### src/verilog/usbe_consts.vh
// Constants shared by the USB device endpoint engine files.
// Assumes a single 200 MHz clock domain and an external byte-level SIE.
`ifndef USBE_CONSTS_VH
`define USBE_CONSTS_VH

// Rates and times
`define USBE_CLK_KHZ 200000
`define USBE_FS_KBPS 12000
`define USBE_LS_KBPS 1500
`define USBE_SUSP_US 3000
`define USBE_RST_NS 2500
`define USBE_FS_SUSP_BITS (`USBE_SUSP_US * `USBE_FS_KBPS / 1000)
`define USBE_LS_SUSP_BITS (`USBE_SUSP_US * `USBE_LS_KBPS / 1000)
`define USBE_FS_RST_BITS ((`USBE_RST_NS * `USBE_FS_KBPS + 999999) / 1000000)
`define USBE_LS_RST_BITS ((`USBE_RST_NS * `USBE_LS_KBPS + 999999) / 1000000)

// Token and handshake codes
`define USBE_TOK_OUT 2'h0
`define USBE_TOK_IN 2'h1
`define USBE_TOK_SETUP 2'h2
`define USBE_HS_ACK 2'h0
`define USBE_HS_NAK 2'h1
`define USBE_HS_STALL 2'h2

// Descriptor: 8 bytes each, two per endpoint (16 bytes), bytes 0..6 used
`define USBE_DESC_LAST 3'h6
`define USBE_CTL_TYPE_LSB 0
`define USBE_CTL_STALL 3
`define USBE_CTL_ARMED 4
`define USBE_CTL_DONE 5
`define USBE_TYPE_CTRL 2'h0
`define USBE_TYPE_ISO 2'h1
`define USBE_TYPE_BULK 2'h2
`define USBE_TYPE_INT 2'h3

`endif

### src/verilog/usbe_lsmon.v
// Bus line state monitor: bit-rate tick, suspend, resume and bus reset.
// Assumes dp_i and dm_i come straight from the transceiver pins.
`timescale 1ns/1ps
`include "usbe_consts.vh"

module usbe_lsmon #(
   parameter [15:0] SUSP_FS = `USBE_FS_SUSP_BITS,
   parameter [15:0] SUSP_LS = `USBE_LS_SUSP_BITS
) (
   // Clock and reset
   input wire clock_i,
   input wire rstn_i,
   // Configuration
   input wire low_speed_i,
   input wire sleep_en_i,
   // Pins
   input wire dp_i,
   input wire dm_i,
   // Status
   output reg suspend_o,
   output reg sleep_req_o,
   output reg wake_o,
   output reg bus_reset_o
);

////////////////////////////////////////////////////////////////////////////
reg [2:0] dp_s_q;
reg [2:0] dm_s_q;
reg dp_q;
reg dm_q;
reg [17:0] acc_q;
reg [15:0] idle_q;
reg [5:0] se0_q;
wire [17:0] rate = low_speed_i ? 18'h0_05DC : 18'h0_2EE0;
localparam [17:0] CLK_W = `USBE_CLK_KHZ;
wire [17:0] sum = acc_q + rate;
wire tick = sum >= CLK_W;
wire j_st = low_speed_i ? (!dp_q && dm_q) : (dp_q && !dm_q);
wire k_st = low_speed_i ? (dp_q && !dm_q) : (!dp_q && dm_q);
wire se0 = !dp_q && !dm_q;
wire [15:0] susp_lim = low_speed_i ? SUSP_LS : SUSP_FS;
wire [5:0] rst_lim = low_speed_i ? 6'h04 : 6'h1E;

// Level accepted only once the last two stages agree
always @(posedge clock_i or negedge rstn_i) begin
   if (!rstn_i) begin
      dp_s_q <= 3'h0;
      dm_s_q <= 3'h0;
      dp_q <= 1'b0;
      dm_q <= 1'b0;
   end else begin
      dp_s_q <= {dp_s_q[1:0], dp_i};
      dm_s_q <= {dm_s_q[1:0], dm_i};
      if (dp_s_q[1] == dp_s_q[2])
         dp_q <= dp_s_q[2];
      if (dm_s_q[1] == dm_s_q[2])
         dm_q <= dm_s_q[2];
   end
end

////////////////////////////////////////////////////////////////////////////
// Fractional accumulator gives the bit-rate enable from the system clock
always @(posedge clock_i or negedge rstn_i) begin
   if (!rstn_i) begin
      acc_q <= 18'h0_0000;
      idle_q <= 16'h0000;
      se0_q <= 6'h00;
      suspend_o <= 1'b0;
      sleep_req_o <= 1'b0;
      wake_o <= 1'b0;
      bus_reset_o <= 1'b0;
   end else begin
      acc_q <= tick ? sum - CLK_W : sum;
      wake_o <= suspend_o && k_st;
      if (!j_st) begin
         idle_q <= 16'h0000;
         suspend_o <= 1'b0;
      end else if (tick && idle_q != susp_lim) begin
         idle_q <= idle_q + 16'h0001;
      end else if (idle_q == susp_lim) begin
         suspend_o <= 1'b1;
      end
      if (!se0)
         se0_q <= 6'h00;
      else if (tick && se0_q != rst_lim)
         se0_q <= se0_q + 6'h01;
      bus_reset_o <= se0 && se0_q == rst_lim;
      sleep_req_o <= suspend_o && sleep_en_i;
   end
end

endmodule

### src/verilog/usbe_engine.v
// Endpoint engine: token handling, descriptor DMA, packet data DMA,
// multi-packet and ping-pong sequencing, transaction-complete queue.
// Assumes an SIE on the same clock delivers tokens and bytes, and an
// SRAM port that grants requests and returns read data later.
`timescale 1ns/1ps
`include "usbe_consts.vh"

module usbe_engine #(
   parameter TCQ_AW = 4,
   parameter [15:0] SUSP_FS = `USBE_FS_SUSP_BITS,
   parameter [15:0] SUSP_LS = `USBE_LS_SUSP_BITS
) (
   // Clock and reset; clock_i is the dedicated bus clock
   input wire clock_i,
   input wire rstn_i,
   // Configuration
   input wire low_speed_i,
   input wire sleep_en_i,
   input wire tcq_irq_en_i,
   input wire [15:0] pp_en_i,
   input wire [15:0] desc_base_i,
   // Bus pins
   input wire dp_i,
   input wire dm_i,
   // Token from the SIE
   input wire tok_valid_i,
   input wire [1:0] tok_type_i,
   input wire [3:0] tok_ep_i,
   output wire tok_ready_o,
   // Received data
   input wire rx_valid_i,
   input wire [7:0] rx_data_i,
   input wire rx_end_i,
   input wire rx_ok_i,
   output wire rx_ready_o,
   // Transmit data
   output reg tx_valid_o,
   output reg [7:0] tx_data_o,
   output reg tx_last_o,
   output reg tx_empty_o,
   input wire tx_ready_i,
   // Host handshake after IN data
   input wire hs_ack_i,
   input wire hs_lost_i,
   // Device handshake
   output reg hs_valid_o,
   output reg [1:0] hs_code_o,
   // SRAM master
   output wire mem_req_o,
   output wire mem_we_o,
   output wire [15:0] mem_addr_o,
   output wire [7:0] mem_wdata_o,
   input wire mem_gnt_i,
   input wire mem_rvalid_i,
   input wire [7:0] mem_rdata_i,
   // Transaction-complete queue
   output wire tcq_valid_o,
   output reg [4:0] tcq_data_o,
   input wire tcq_pop_i,
   output reg tcq_irq_o,
   // Power
   output wire suspend_o,
   output wire sleep_req_o,
   output wire wake_o,
   output wire bus_reset_o
);

////////////////////////////////////////////////////////////////////////////
localparam [7:0] S_IDLE = 8'h01;
localparam [7:0] S_FETCH = 8'h02;
localparam [7:0] S_DEC = 8'h04;
localparam [7:0] S_TX = 8'h08;
localparam [7:0] S_RX = 8'h10;
localparam [7:0] S_WACK = 8'h20;
localparam [7:0] S_WB = 8'h40;
localparam [7:0] S_HSK = 8'h80;
localparam TCQ_N = 1 << TCQ_AW;

// Descriptor of an endpoint: 16 bytes per address, 8 per direction, or per bank when ping-pong is on
function [15:0] desc_addr;
   input [15:0] base;
   input [3:0] ep;
   input sel;
   input [2:0] idx;
   begin
      desc_addr = base + {8'h00, ep, sel, idx};
   end
endfunction

function [9:0] min_len;
   input [15:0] cnt;
   input [9:0] mps;
   begin
      min_len = (cnt < {6'h00, mps}) ? cnt[9:0] : mps;
   end
endfunction

reg [7:0] state_q;
reg [3:0] ep_q;
reg dir_q;
reg setup_q;
reg [15:0] bank_q;
reg [2:0] idx_q;
reg rd_wait_q;
reg [7:0] ctrl_q;
reg [9:0] mps_q;
reg [15:0] ptr_q;
reg [15:0] cnt_q;
reg [9:0] n_q;
reg [9:0] plen_q;
reg [7:0] rxb_q;
reg rxp_q;
reg drop_q;
reg end_q;
reg ok_q;
reg comp_q;
reg [4:0] tcq_mem [0:TCQ_N-1];
reg [TCQ_AW:0] wr_q;
reg [TCQ_AW:0] rd_q;

wire pp = pp_en_i[ep_q];
wire dsel = pp ? bank_q[ep_q] : dir_q;
wire iso = ctrl_q[1:0] == `USBE_TYPE_ISO;
wire tcq_full = (wr_q ^ rd_q) == {1'b1, {TCQ_AW{1'b0}}};
wire tx_fetch = state_q == S_TX && !rd_wait_q && !tx_valid_o &&
   n_q < plen_q;
wire wr_go = state_q == S_WB && mem_gnt_i;
wire wb_end = wr_go && idx_q == `USBE_DESC_LAST;
wire push = wb_end && comp_q;
wire [9:0] plen_w = min_len(cnt_q, mps_q);
reg [7:0] wb_byte;

assign tok_ready_o = state_q == S_IDLE && !tcq_full;
assign rx_ready_o = state_q == S_RX && !rxp_q && !end_q;
assign tcq_valid_o = wr_q != rd_q;

////////////////////////////////////////////////////////////////////////////
// Memory master; the block holds no endpoint storage of its own
assign mem_req_o = (state_q == S_FETCH && !rd_wait_q) || tx_fetch ||
   (state_q == S_RX && rxp_q) || state_q == S_WB;
assign mem_we_o = state_q == S_RX || state_q == S_WB;
assign mem_addr_o = (state_q == S_TX || state_q == S_RX) ?
   ptr_q + {6'h00, n_q} : desc_addr(desc_base_i, ep_q, dsel, idx_q);
assign mem_wdata_o = state_q == S_RX ? rxb_q : wb_byte;

always @* begin
   case (idx_q)
      3'h0: wb_byte = comp_q ? (ctrl_q & 8'hEF) | 8'h20 : ctrl_q;
      3'h1: wb_byte = mps_q[7:0];
      3'h2: wb_byte = {6'h00, mps_q[9:8]};
      3'h3: wb_byte = ptr_q[7:0];
      3'h4: wb_byte = ptr_q[15:8];
      3'h5: wb_byte = cnt_q[7:0];
      default: wb_byte = cnt_q[15:8];
   endcase
end

////////////////////////////////////////////////////////////////////////////
// Transaction sequencer
always @(posedge clock_i or negedge rstn_i) begin
   if (!rstn_i) begin
      state_q <= S_IDLE;
      ep_q <= 4'h0;
      dir_q <= 1'b0;
      setup_q <= 1'b0;
      bank_q <= 16'h0000;
      idx_q <= 3'h0;
      rd_wait_q <= 1'b0;
      ctrl_q <= 8'h00;
      mps_q <= 10'h000;
      ptr_q <= 16'h0000;
      cnt_q <= 16'h0000;
      n_q <= 10'h000;
      plen_q <= 10'h000;
      rxb_q <= 8'h00;
      rxp_q <= 1'b0;
      drop_q <= 1'b0;
      end_q <= 1'b0;
      ok_q <= 1'b0;
      comp_q <= 1'b0;
      tx_valid_o <= 1'b0;
      tx_data_o <= 8'h00;
      tx_last_o <= 1'b0;
      tx_empty_o <= 1'b0;
      hs_valid_o <= 1'b0;
      hs_code_o <= `USBE_HS_ACK;
   end else if (bus_reset_o) begin
      state_q <= S_IDLE;
      bank_q <= 16'h0000;
      rd_wait_q <= 1'b0;
      rxp_q <= 1'b0;
      tx_valid_o <= 1'b0;
      hs_valid_o <= 1'b0;
   end else begin
      hs_valid_o <= 1'b0;
      case (state_q)
         S_IDLE: begin
            if (tok_valid_i && tok_ready_o) begin
               ep_q <= tok_ep_i;
               dir_q <= tok_type_i == `USBE_TOK_IN;
               setup_q <= tok_type_i == `USBE_TOK_SETUP;
               idx_q <= 3'h0;
               state_q <= S_FETCH;
            end
         end
         S_FETCH: begin
            if (mem_gnt_i)
               rd_wait_q <= 1'b1;
            if (mem_rvalid_i) begin
               rd_wait_q <= 1'b0;
               case (idx_q)
                  3'h0: ctrl_q <= mem_rdata_i;
                  3'h1: mps_q[7:0] <= mem_rdata_i;
                  3'h2: mps_q[9:8] <= mem_rdata_i[1:0];
                  3'h3: ptr_q[7:0] <= mem_rdata_i;
                  3'h4: ptr_q[15:8] <= mem_rdata_i;
                  3'h5: cnt_q[7:0] <= mem_rdata_i;
                  default: cnt_q[15:8] <= mem_rdata_i;
               endcase
               if (idx_q == `USBE_DESC_LAST)
                  state_q <= S_DEC;
               else
                  idx_q <= idx_q + 3'h1;
            end
         end
         S_DEC: begin
            n_q <= 10'h000;
            plen_q <= plen_w;
            drop_q <= 1'b0;
            end_q <= 1'b0;
            ok_q <= 1'b0;
            // SETUP on a control address is always taken
            if (setup_q && ctrl_q[1:0] == `USBE_TYPE_CTRL) begin
               state_q <= S_RX;
            end else if (ctrl_q[`USBE_CTL_STALL]) begin
               hs_code_o <= `USBE_HS_STALL;
               state_q <= S_HSK;
            end else if (!ctrl_q[`USBE_CTL_ARMED]) begin
               hs_code_o <= `USBE_HS_NAK;
               state_q <= S_HSK;
            end else if (dir_q) begin
               tx_valid_o <= plen_w == 10'h000;
               tx_last_o <= plen_w == 10'h000;
               tx_empty_o <= plen_w == 10'h000;
               state_q <= S_TX;
            end else begin
               state_q <= S_RX;
            end
         end
         S_TX: begin
            if (tx_fetch && mem_gnt_i)
               rd_wait_q <= 1'b1;
            if (mem_rvalid_i && rd_wait_q) begin
               rd_wait_q <= 1'b0;
               tx_valid_o <= 1'b1;
               tx_data_o <= mem_rdata_i;
               tx_last_o <= n_q + 10'h001 == plen_q;
               tx_empty_o <= 1'b0;
            end
            if (tx_valid_o && tx_ready_i) begin
               tx_valid_o <= 1'b0;
               if (!tx_empty_o)
                  n_q <= n_q + 10'h001;
               if (tx_last_o)
                  state_q <= S_WACK;
               idx_q <= 3'h0;
            end
         end
         S_WACK: begin
            // Iso data gets no host handshake
            if (hs_ack_i || iso)
               state_q <= S_WB;
            else if (hs_lost_i)
               state_q <= S_IDLE;
         end
         S_RX: begin
            if (rx_valid_i && rx_ready_o) begin
               if (n_q + {9'h000, rxp_q} < plen_q) begin
                  rxb_q <= rx_data_i;
                  rxp_q <= 1'b1;
               end else begin
                  drop_q <= 1'b1;
               end
            end
            if (rxp_q && mem_gnt_i) begin
               rxp_q <= 1'b0;
               n_q <= n_q + 10'h001;
            end
            if (rx_end_i) begin
               end_q <= 1'b1;
               ok_q <= rx_ok_i;
            end
            if (end_q && !rxp_q) begin
               idx_q <= 3'h0;
               if (ok_q && !drop_q) begin
                  hs_valid_o <= !iso;
                  hs_code_o <= `USBE_HS_ACK;
                  state_q <= S_WB;
               end else begin
                  // Bad or oversized packet: stay silent, host retries
                  state_q <= S_IDLE;
               end
            end
         end
         S_WB: begin
            if (wr_go) begin
               idx_q <= idx_q + 3'h1;
               if (wb_end) begin
                  state_q <= S_IDLE;
                  if (comp_q && pp)
                     bank_q[ep_q] <= ~bank_q[ep_q];
               end
            end
         end
         S_HSK: begin
            hs_valid_o <= !iso;
            state_q <= S_IDLE;
         end
         default: state_q <= S_IDLE;
      endcase
      // Pointer and count advance once per accepted packet
      if ((state_q == S_WACK && (hs_ack_i || iso)) ||
         (state_q == S_RX && end_q && !rxp_q && ok_q && !drop_q)) begin
         ptr_q <= ptr_q + {6'h00, n_q};
         cnt_q <= cnt_q - {6'h00, n_q};
         comp_q <= setup_q || n_q < mps_q ||
            cnt_q == {6'h00, n_q};
      end
   end
end

////////////////////////////////////////////////////////////////////////////
// Transaction-complete queue; a token is refused while it is full
always @(posedge clock_i or negedge rstn_i) begin
   if (!rstn_i) begin
      wr_q <= {(TCQ_AW + 1){1'b0}};
      rd_q <= {(TCQ_AW + 1){1'b0}};
      tcq_data_o <= 5'h00;
      tcq_irq_o <= 1'b0;
   end else begin
      tcq_irq_o <= push && tcq_irq_en_i;
      if (push) begin
         tcq_mem[wr_q[TCQ_AW-1:0]] <= {ep_q, dsel};
         wr_q <= wr_q + {{TCQ_AW{1'b0}}, 1'b1};
      end
      if (tcq_pop_i && tcq_valid_o)
         rd_q <= rd_q + {{TCQ_AW{1'b0}}, 1'b1};
      tcq_data_o <= tcq_mem[rd_q[TCQ_AW-1:0]];
   end
end

////////////////////////////////////////////////////////////////////////////
// Line monitor on the same bus clock, chosen apart from the CPU clock
usbe_lsmon #(
   .SUSP_FS(SUSP_FS),
   .SUSP_LS(SUSP_LS)
) u_lsmon (
   .clock_i(clock_i),
   .rstn_i(rstn_i),
   .low_speed_i(low_speed_i),
   .sleep_en_i(sleep_en_i),
   .dp_i(dp_i),
   .dm_i(dm_i),
   .suspend_o(suspend_o),
   .sleep_req_o(sleep_req_o),
   .wake_o(wake_o),
   .bus_reset_o(bus_reset_o)
);

endmodule

### config.mk
export PLATFORM = sky130hd
export DESIGN_NAME = usbe_engine
export DESIGN_NICKNAME = d
export VERILOG_FILES = /design/src/verilog/usbe_lsmon.v /design/src/verilog/usbe_engine.v
export VERILOG_INCLUDE_DIRS = /design/src /design/src/verilog
export SDC_FILE = /design/constraint.sdc
export NUM_CORES = 1
export LEC_CHECK = 0
export ABC_AREA = 1
export BUFFER_PORTS_ARGS = -buffer_cell sky130_fd_sc_hd__buf_2
export CAP_MARGIN = 20
export CORE_MARGIN = 2
export CORE_UTILIZATION = 40
export DETAILED_ROUTE_END_ITERATION = 7
export GPL_TIMING_DRIVEN = 1
export PLACE_DENSITY_LB_ADDON = 0.25
export SYNTH_ARGS = -nofsm -noshare
export SYNTH_HDL_FRONTEND = slang
export SYNTH_SLANG_ARGS = --single-unit
export TNS_END_PERCENT = 1
### constraint.sdc
create_clock -name clock_i -period 5.44 [get_ports clock_i]
set_clock_uncertainty 0.05 [all_clocks]
set_input_delay 0.544 -clock clock_i [delete_from_list [all_inputs] [get_ports clock_i]]
set_output_delay 0.544 -clock clock_i [all_outputs]
set_load 0.01 [all_outputs]
==> reports/metrics.yaml, run 1 <==
status: "finished clean"
drt-initial-drc-count: 1161
fillCellCount: 4150
area_growth_pct: 13.7
synth_fp_nets: 2308
ant_nets: 0
critPathKind: "reg2out"
ys_top_cells_by_area: "dfrtp_1 (29%), edfxtp_1 (14%), nand2_1 (10%)"
vdd_drop_max_mv: 0.203
die_area_mm2: 0.0444
clk_pin_slew_worst_paths_ps: 60
cts.sinks: 277
final.setup.tns_ps: 0
yosys_warnings: 0
drtPass1Iterations: 5
cts_buffer_depth: 3
core_mm2: 0.0420
critPathCaptureType: "output pin"
clk_latency_ps: 550
rows: 75
vias_per_cell: 5.44
worst-r2r-cell-count: 13
synth_top_area_cell: "dfrtp_1"
synthArstFlopShare_pct: 71.1
utilization_pct: 46.3
cts_max_level: 2
grt-ovfl-total: 0
tritoncts: "done"
multiInputGateArea_mm2: 0.00862
power_density_mw_per_mm2: 448
io_buffers: 123
ios: 124
drive_gt1_share_pct: 11.2
synth_top_area_share_pct: 28.7
required_ps: 4850
grt_first_pass_wirelength_mm: 80.5
nNetsFinal: 2426
relSlewSlack_pct: 33.4
slew_viol_final: 0
syn_area_per_cell_um2: 7.99
timing_hold_violations_final: 0
worst_pin_slew_ps: 1000
grt_pass1_vias: 14800
maxCapViolCount: 0
min_delay_worst_endpoint: "u_lsmon.dm_s_q[0]"
rsz0062_at_grt: "no"
hp-class: "in2reg"
clock.fmax_ghz: 0.198
synth_cells: 2142
grtUsageTotal_pct: 23.1
setup_viol: 0
cts-root-buf: "clkbuf_16"
initial_utilization_pct: 40.7
syn_area_mm2: 0.0171
regToRegEndpoint: "rxb_q[3]"
die_w_um: 211
hold-path-cell-count: 1
numCtsBuffers: 35
post-route-period-util_pct: 93.0
antenna_found_initial: 2
synth_cell_types: 66
hpwlAfterDp_mm: 37.7
crit_fanout: 20
synth-main-ff-cell: "dfrtp_1"
min-delay-start: "dm_i"
num_vias: 15400
synth_edf_count: 80
period_needed_ps: 5060
seqCellArea_mm2: 0.00733
drc: 0
startpoint_type: "flip-flop"
leakage_nw: 9.04
die_height_um: 211
reg2reg_setup_slack_ps: 1500
ys_seq_elements: 277
grt_max_degree: 77
post_drt_wl_per_cell_um: 18.0
wl_mm: 50.8
gp_congestion: 0.948
arrival_ps: 4470
ys_seq_area_share_pct: 42.9
r2r-start: "n_q[0]"
[what timing repair did]
action | in CTS | in global routing
setup buffers | 0 | 1
endpoints found under the hold margin | 60 | 0
setup endpoints to repair | 0 | 2
hold buffers | 1 | 0
resized for setup | 0 | 3
[registers in the layout (all words and copies together) (netlist names), 10 cells and up]
register / count
tcq_mem: 80
bank_q: 16
cnt_q: 16
ptr_q: 16
u_lsmon.acc_q: 16
u_lsmon.idle_q: 16
mps_q: 10
n_q: 10
plen_q: 10
[cell families after synthesis]
family,count (synthesis),synth area share (%)
AND/OR/NAND/NOR,988,24.9
buffers and inverters,296,6.82
adder cells (fa/ha/maj),97,7.24
XOR/XNOR,88,4.64
AO/OA/AOI/OAI,394,13.4
multiplexers,2,0.124
flip-flops,277,42.9
[metal layers]
metal  part of all wire [%]  global-route usage (%)  vias up  wire [um]
met1                     44                    30.8     7272      22500
met3                    7.2                    5.07      111       3650
met5                  0.020                       0        -         10
met4                    3.3                    8.38        2       1660
met2                     45                    37.0      516      23000
li1                       -                       -     7476          -
[power by group]
part | internal, W | switching, W
registers | 0.00248 | 0.000328
logic | 0.00116 | 0.00237
clock network | 0.00142 | 0.000935
[through the flow]
step	total power (W)	setup WS, ps	instance area, um2	hold WS, ps	instances
final	0.00870	378	19400	54.0	2827
after global routing	0.00933	12.4	19400	38.7	2827
after CTS	0.00874	183	19400	31.9	2825
after detailed placement	0.00635	776	18300	293	2760
after global placement	0.00628	1010	18300	287	2760
after floorplan	0.00523	1020	17100	198	2142
[worst max-delay path by stage]
stage	slack (ps)	startpoint	cells after the start	endpoint
floorplan	1020	ep_q[1]	20	mem_addr_o[12]
global placement	1010	ep_q[0]	21	mem_addr_o[12]
detailed placement	780	ep_q[0]	21	mem_addr_o[12]
CTS	180	ep_q[0]	21	mem_addr_o[12]
global route	10	ep_q[1]	22	mem_addr_o[12]
finish	380	ep_q[1]	22	mem_addr_o[12]
[critical path, cell delays in order, from the launching register on]
cell,delay (ps)
dfrtp_1,410
inv_1,60
buf_4,220
nor2_2,120
a22oi_1,210
a31oi_1,120
or2_2,330
nor3_4,100
buf_4,230
o21ai_1,170
ha_1,370
nand3_1,110
a21oi_1,170
nor2_1,100
o21ai_0,240
nand2_1,110
nor2_1,190
nand2_1,100
nor2_1,120
xor2_1,160
nand2_1,70
nand2_1,70
buf_2,120
[cell usage in the layout (no fill, tap or decap), types with 9 or more instances in the layout]
cell type,instances
ha_1,91
edfxtp_1,80
nor3_1,26
nand3_1,170
nand2_1,467
nand4_1,21
o221ai_1,17
dfrtp_1,195
inv_1,223
nand2_2,11
a31oi_1,34
nor2_1,241
o211ai_1,14
a22oi_1,9
o21ai_1,9
buf_2,122
xnor2_1,17
o21ai_0,155
clkbuf_8,11
nor4_1,11
a21oi_1,91
buf_4,18
o22ai_1,26
clkbuf_16,35
xor2_1,68
[layout make-up]
type	count	share of cell area, %
Tap cell	539	3.47
Clock buffer	50	5.31
Antenna cell	1	0.0129
Sequential cell	277	37.7
Multi-Input combinational cell	1569	44.3
Clock inverter	14	0.695
Timing Repair Buffer	142	3.96
Inverter	235	4.54
[synth_stat cells (all sizes together), types with 6 or more instances]
cell      n
nand2   482
nor2    248
inv     231
dfrtp   196
nand3   173
o21ai   167
a21oi    95
ha       91
edfxtp   80
xor2     69
clkbuf   35
a31oi    34
nor3     29
buf      26
o22ai    26
nand4    22
xnor2    19
o221ai   17
o211ai   14
nor4     12
or2      10
a22oi     9
nand3b    6
o31ai     6
Note: power is estimated with default switching activity, not from simulation.
==> inputs of run 2 (changes only) <==
Settings changed: CORE_UTILIZATION 40 to 55.
==> run 2 against run 1 <==
Total power down 1.5%. Maximum frequency down 0.66%. Global-route usage up 5.9 points. Critical path depth unchanged. Hold slack worse by 25 ps. Core utilization up 16 points. Clock power down 6%. Critical endpoint unchanged.
==> reports/metrics.yaml, run 2 (synthesis results as in run 1) <==
status: "finished clean"  # unchanged
die_w_um: 180  # was 211 um
rsz0062_at_grt: "no"  # unchanged
hp-class: "in2reg"  # unchanged
antenna_found_initial: 1  # was 2
leakage_nw: 8.96  # was 9.04 nW
final.setup.tns_ps: 0  # unchanged
die_height_um: 180  # was 211 um
tritoncts: "done"  # unchanged
utilization_pct: 62.8  # was 46.3%
worst_pin_slew_ps: 1040  # was 1000 ps
numCtsBuffers: 31  # was 35
grtUsageMet3_pct: 4.47  # was 5.07%
post-route-period-util_pct: 93.7  # was 93.0%
grt.busiest_layer: "met2"  # unchanged
drtPass1Iterations: 6  # was 5
vdd_drop_max_mv: 0.362  # was 0.203 mV
startpoint_type: "flip-flop"  # unchanged
worst_slack_ps: 345  # was 378 ps
slew_viol_final: 0  # unchanged
setup_viol: 0  # unchanged
critPathCaptureType: "output pin"  # unchanged
clk_pin_slew_worst_paths_ps: 60  # about the same
cp_cell_sequence: "buf_4, nand2_1, inv_2, a22oi_1, a31oi_1, or2_2, nor3_4, buf_6, o21ai_2, ha_1, nand3_1, a21oi_1, nor2_1, o21ai_1, nand2_1, nor2_1, nand2_1, nor2_1, xor2_1, nand2_1, nand2_1, buf_2"  # was inv_1, buf_4, nor2_2, a22oi_1, a31oi_1, or2_2, nor3_4, buf_4, o21ai_1, ha_1, nand3_1, a21oi_1, nor2_1, o21ai_0, nand2_1, nor2_1, nand2_1, nor2_1, xor2_1, nand2_1, nand2_1, buf_2
power_density_mw_per_mm2: 447  # was 448 mW/mm2
grt_use_met2_pct: 45.6  # was 37.0%
ant_nets: 0  # unchanged
critical_path.max_stage_delay_ps: 390  # was 410 ps
hpwlAfterDp_mm: 35.4  # was 37.7 mm
drt-initial-drc-count: 1662  # was 1161
cts.sinks: 277  # unchanged
critPathKind: "reg2out"  # unchanged
post-place-ws_ps: 695  # was 776 ps
grt_first_pass_wirelength_mm: 76.5  # was 80.5 mm
die_area_mm2: 0.0325  # was 0.0444 mm2
ios: 124  # unchanged
vias_per_cell: 5.87  # was 5.44
total_power_w: 0.00857  # was 0.00870 W
core_mm2: 0.0306  # was 0.0420 mm2
arrival_ps: 4500  # was 4470 ps
cpMaxStageDelayCell: "ha_1"  # was dfrtp_1
fillCellCount: 2652  # was 4150
grt_max_degree: 89  # was 77
timing_hold_violations_final: 0  # unchanged
nNetsFinal: 2422  # was 2426
grt-ovfl-total: 0  # unchanged
relSlewSlack_pct: 30.0  # was 33.4%
crit_buf_inv: 4  # unchanged
crit_fanout: 18  # was 20
area_growth_pct: 12.2  # was 13.7%
maxCapViolCount: 0  # unchanged
post_cts_buffers: 0  # unchanged
io_buffers: 123  # unchanged
clk_latency_ps: 580  # was 550 ps
global_route.usage.met1_pct: 41.0  # was 30.8%
period_needed_ps: 5100  # was 5060 ps
grtUsageTotal_pct: 29.0  # was 23.1%
wl_mm: 48.2  # was 50.8 mm
grt_pass1_vias: 14600  # was 14800
drive_gt1_share_pct: 11.0  # was 11.2%
rows: 64  # was 75
largest_reg_flops: 80  # unchanged
most-common-layout-cells: "nand2_1 (468), nor2_1 (241), inv_1 (222)"  # was nand2_1 (467), nor2_1 (241), inv_1 (223)
clock.fmax_ghz: 0.196  # was 0.198 GHz
cts_max_level: 1  # was 2
critPathMostFrequentCell: "nand2_1"  # unchanged
initial_utilization_pct: 55.9  # was 40.7%
cts_buffer_depth: 3  # unchanged
final_common_cell: "nand2_1"  # unchanged
cts-root-buf: "clkbuf_16"  # unchanged
path_delay_family: "simple AND/OR/NAND/NOR gates"  # unchanged
post_drt_wl_per_cell_um: 18.0  # about the same
required_ps: 4850  # about the same
drc: 0  # unchanged
gp_congestion: 1.05  # was 0.948
num_vias: 15700  # was 15400
[run 2: metal layers]
metal | vias up | share of wire [%]
met4 | 0 | 3.8
li1 | 7446 | -
met5 | - | 0
met2 | 741 | 45
met1 | 7375 | 42
met3 | 148 | 8.9
[run 2: metrics by stage]
step | std cells | instance area, um2 | hold WS [ps]
3_5_place_dp | 2617 | 18100 | 289
5_1_grt | 2678 | 19200 | 14.9
2_1_floorplan | 2142 | 17100 | 198
3_3_place_gp | 2617 | 18100 | 297
4_1_cts | 2677 | 19200 | 10.1
6_report | 2678 | 19200 | 29.0
[run 2: what timing repair did]
item / in CTS / in global routing
resized for setup: 0 / 5
endpoints found under the setup margin: 0 / 3
hold buffers: 2 / 0
hold endpoints to repair: 24 / 0
[run 2: path summary, 6_finish.rpt]
path	from	slack, ps	cells after the start	endpoint
worst max-delay path	ep_q[1]	340	22	mem_addr_o[12]
worst min-delay path	dp_i	30	1	u_lsmon.dp_s_q[0]
worst max register to register	n_q[0]	1580	13	rxb_q[0]
worst min register to register	u_lsmon.dp_s_q[0]	310	0	u_lsmon.dp_s_q[1]
max in group asynchronous	rstn_i	3450	3	state_q[1]
min in group asynchronous	rstn_i	520	2	u_lsmon.acc_q[8]
[run 2: report_power, final]
part | internal (W) | switching (W) | leakage (nW)
combinational | 0.00116 | 0.00242 | 5.17
sequential | 0.00248 | 0.000279 | 3.29
clock | 0.00132 | 0.000904 | 0.501
[run 2: layout make-up]
class / instances / area, um2 / area share, %
clock buffer: 35 / 821 / 4.28
tap: 396 / 495 / 2.58
sequential: 277 / 7330 / 38.2
multi-input combinational: 1569 / 8610 / 44.9
clock inverter: 23 / 273 / 1.42
inverter: 235 / 882 / 4.60
timing repair buffer: 142 / 776 / 4.04
antenna: 1 / 2.50 / 0.0130
==> inputs of run 3 (changes only) <==
Clock period 5.44 ns to 4.5 ns, I/O delays scaled along.
==> run 3 against run 2 <==
Routed wire length up 1.9%. Combinational power up 22%. Final cell count is 0.75% higher. Via count hardly changed. Flip-flop and latch count is the same. Setup slack worse by 130 ps. Critical path type unchanged. Largest power group unchanged. Highest routed layer unchanged.
==> reports/metrics.yaml, run 3 (synthesis results as in run 1) <==
critPathCaptureType: "output pin"  # unchanged
antenna_found_initial: 2  # was 1
clkPwrFrac_pct: 26.4  # was 26.0%
cp_cell_sequence: "buf_6, nor2_2, buf_4, a22oi_2, a31oi_1, or2_2, nor2_4, o21ai_4, ha_4, nand3_2, a21oi_2, nor2_1, o21ai_2, nand2_2, nor2_4, nand2_2, nor2_2, xor2_1, nand2_1, nand2_1, buf_2"  # was buf_4, nand2_1, inv_2, a22oi_1, a31oi_1, or2_2, nor3_4, buf_6, o21ai_2, ha_1, nand3_1, a21oi_1, nor2_1, o21ai_1, nand2_1, nor2_1, nand2_1, nor2_1, xor2_1, nand2_1, nand2_1, buf_2
relSlewSlack_pct: 32.6  # was 30.0%
area_growth_pct: 13.6  # was 12.2%
cts_buffer_depth: 3  # unchanged
period_needed_ps: 4280
utilization_pct: 63.5  # was 62.8%
initial_utilization_pct: 55.9  # unchanged
hpwlAfterDp_mm: 36.4  # was 35.4 mm
cpMaxStageDelayCell: "dfrtp_1"  # was ha_1
grt_first_pass_wirelength_mm: 78.2  # was 76.5 mm
numCtsBuffers: 34  # was 31
fillCellCount: 2685  # was 2652
core_mm2: 0.0306  # unchanged
drtPass1Iterations: 5  # was 6
pwr-share-comb_pct: 41.5  # was 41.8%
grtUsageTotal_pct: 29.7  # was 29.0%
seqPwrFrac_pct: 32.1  # was 32.2%
final_common_cell: "nand2_1"  # unchanged
leakage_nw: 9.09  # was 8.96 nW
ant_nets: 0  # unchanged
rsz0062_at_grt: "no"  # unchanged
grt_max_degree: 73  # was 89
timing_hold_violations_final: 0  # unchanged
drt-initial-drc-count: 1391  # was 1662
num_vias: 15700  # about the same
final_cells: 2698  # was 2678
reg2reg_setup_slack_ps: 1020  # was 1580 ps
grt-ovfl-total: 0  # unchanged
post-route-period-util_pct: 95.2
clk_pin_slew_worst_paths_ps: 70  # was 60 ps
cts_max_level: 2  # was 1
crit_buf_inv: 3  # was 4
crit_fanout: 8  # was 18
worst_slack_ps: 218  # was 345 ps
timing.hold.ws_ps: 60.2  # was 29.0 ps
arrival_ps: 3780  # was 4500 ps
grt_pass1_vias: 14900  # was 14600
worst_pin_slew_ps: 1000  # was 1040 ps
tritoncts: "done"  # unchanged
gp_congestion: 0.984  # was 1.05
cts-root-buf: "clkbuf_16"  # unchanged
startpoint: "ep_q[0]"  # was ep_q[1]
cts.sinks: 277  # unchanged
critical_path.max_stage_delay_ps: 400  # was 390 ps
worst-r2r-cell-count: 15  # was 13
min_delay_worst_endpoint: "u_lsmon.sleep_req_o"  # was u_lsmon.dp_s_q[0]
setup_viol: 0  # unchanged
ios: 124  # unchanged
swShare_pct: 41.8  # was 42.0%
required_ps: 4000  # was 4850 ps
drc: 0  # unchanged
slew_viol_final: 0  # unchanged
vias_per_cell: 5.82  # was 5.87
regToRegEndpoint: "rxb_q[7]"  # was rxb_q[0]
io_buffers: 123  # unchanged
min-delay-start: "sleep_en_i"  # was dp_i
startpoint_type: "flip-flop"  # unchanged
power_density_mw_per_mm2: 543  # was 447 mW/mm2
place_inst: 2623  # was 2617
vdd_drop_max_mv: 0.364  # was 0.362 mV
die_height_um: 180  # unchanged
die_area_mm2: 0.0325  # unchanged
status: "finished clean"  # unchanged
internal-power_w: 0.00614  # was 0.00497 W
largest_reg_flops: 80  # unchanged
wl_mm: 49.1  # was 48.2 mm
die_w_um: 180  # unchanged
clock.fmax_ghz: 0.234
p_sw_w: 0.00441  # was 0.00360 W
critPathKind: "reg2out"  # unchanged
post_drt_wl_per_cell_um: 18.2  # was 18.0 um
hp-class: "in2reg"  # unchanged
path_delay_family: "simple AND/OR/NAND/NOR gates"  # unchanged
nNetsFinal: 2438  # was 2422
post-place-ws_ps: -31.9  # was 695 ps
clk_latency_ps: 530  # was 580 ps
most-common-layout-cells: "nand2_1 (465), nor2_1 (238), inv_1 (222)"  # was nand2_1 (468), nor2_1 (241), inv_1 (222)
hold-path-cell-count: 3  # was 1
maxCapViolCount: 0  # unchanged
rows: 64  # unchanged
r2r-start: "n_q[0]"  # unchanged
drive_gt1_share_pct: 12.0  # was 11.0%
==> run 3: layer usage <==
| layer | track usage (%) | up-vias | share of wire, % |
|---|---|---|---|
| met5 | 0 | - | 0 |
| met4 | 9.39 | 0 | 3.1 |
| met3 | 4.45 | 111 | 7.1 |
| met2 | 47.1 | 586 | 46 |
| met1 | 42.3 | 7528 | 44 |
| li1 | - | 7482 | - |
==> run 3: area by class of cell <==
class	count	area (um2)	area share (%)
Multi-Input combinational cell	1569	8680	44.7
Sequential cell	277	7330	37.7
Clock buffer	43	945	4.86
Timing Repair Buffer	155	883	4.55
Inverter	235	882	4.54
Tap cell	396	495	2.55
Clock inverter	18	196	1.01
Antenna cell	5	12.5	0.0644
==> run 3: power groups by stage <==
stage          Clock [W]  Combinational [W]  Sequential (W)
6_report         0.00279            0.00437         0.00338
3_5_place_dp           0            0.00420         0.00342
2_1_floorplan          0            0.00305         0.00328
3_3_place_gp           0            0.00411         0.00340
4_1_cts          0.00282            0.00426         0.00337
5_1_grt          0.00292            0.00489         0.00343
==> run 3: worst register-to-register path: cells and delay by family (launching register included) <==
| family | cells | cell delay, ps |
|---|---|---|
| AND/OR/NAND/NOR | 7 | 880 |
| adder cells (fa/ha/maj) | 3 | 790 |
| AO/OA/AOI/OAI | 3 | 680 |
| flip-flops | 1 | 530 |
| buffers and inverters | 1 | 250 |
| XOR/XNOR | 1 | 170 |
==> run 3: how the worst max path moves through the flow <==
stage	slack (ps)	depth (start not counted)	endpoint
after floorplan	180	20	mem_addr_o[12]
after global placement	110	20	mem_addr_o[12]
after CTS	20	21	mem_addr_o[12]
after global routing	6	21	mem_addr_o[12]
final	220	21	mem_addr_o[12]
after detailed placement	-30	20	mem_addr_o[12]
==> run 3: through the flow <==
stage | setup TNS [ps] | cell area [um2] | total power, W
6_report | 0 | 19400 | 0.0105
5_1_grt | 0 | 19400 | 0.0112
4_1_cts | 0 | 19300 | 0.0105
3_5_place_dp | -31.9 | 18100 | 0.00762
3_3_place_gp | 0 | 18100 | 0.00751
2_1_floorplan | 0 | 17100 | 0.00632
==> run 3: repair_timing <==
action	4_1_cts	5_1_grt
hold buffers	3	0
pin swaps	2	6
endpoints found under the setup margin	9	9
buffers inserted	2	3
resized for setup	6	14
endpoints found under the hold margin	60	0
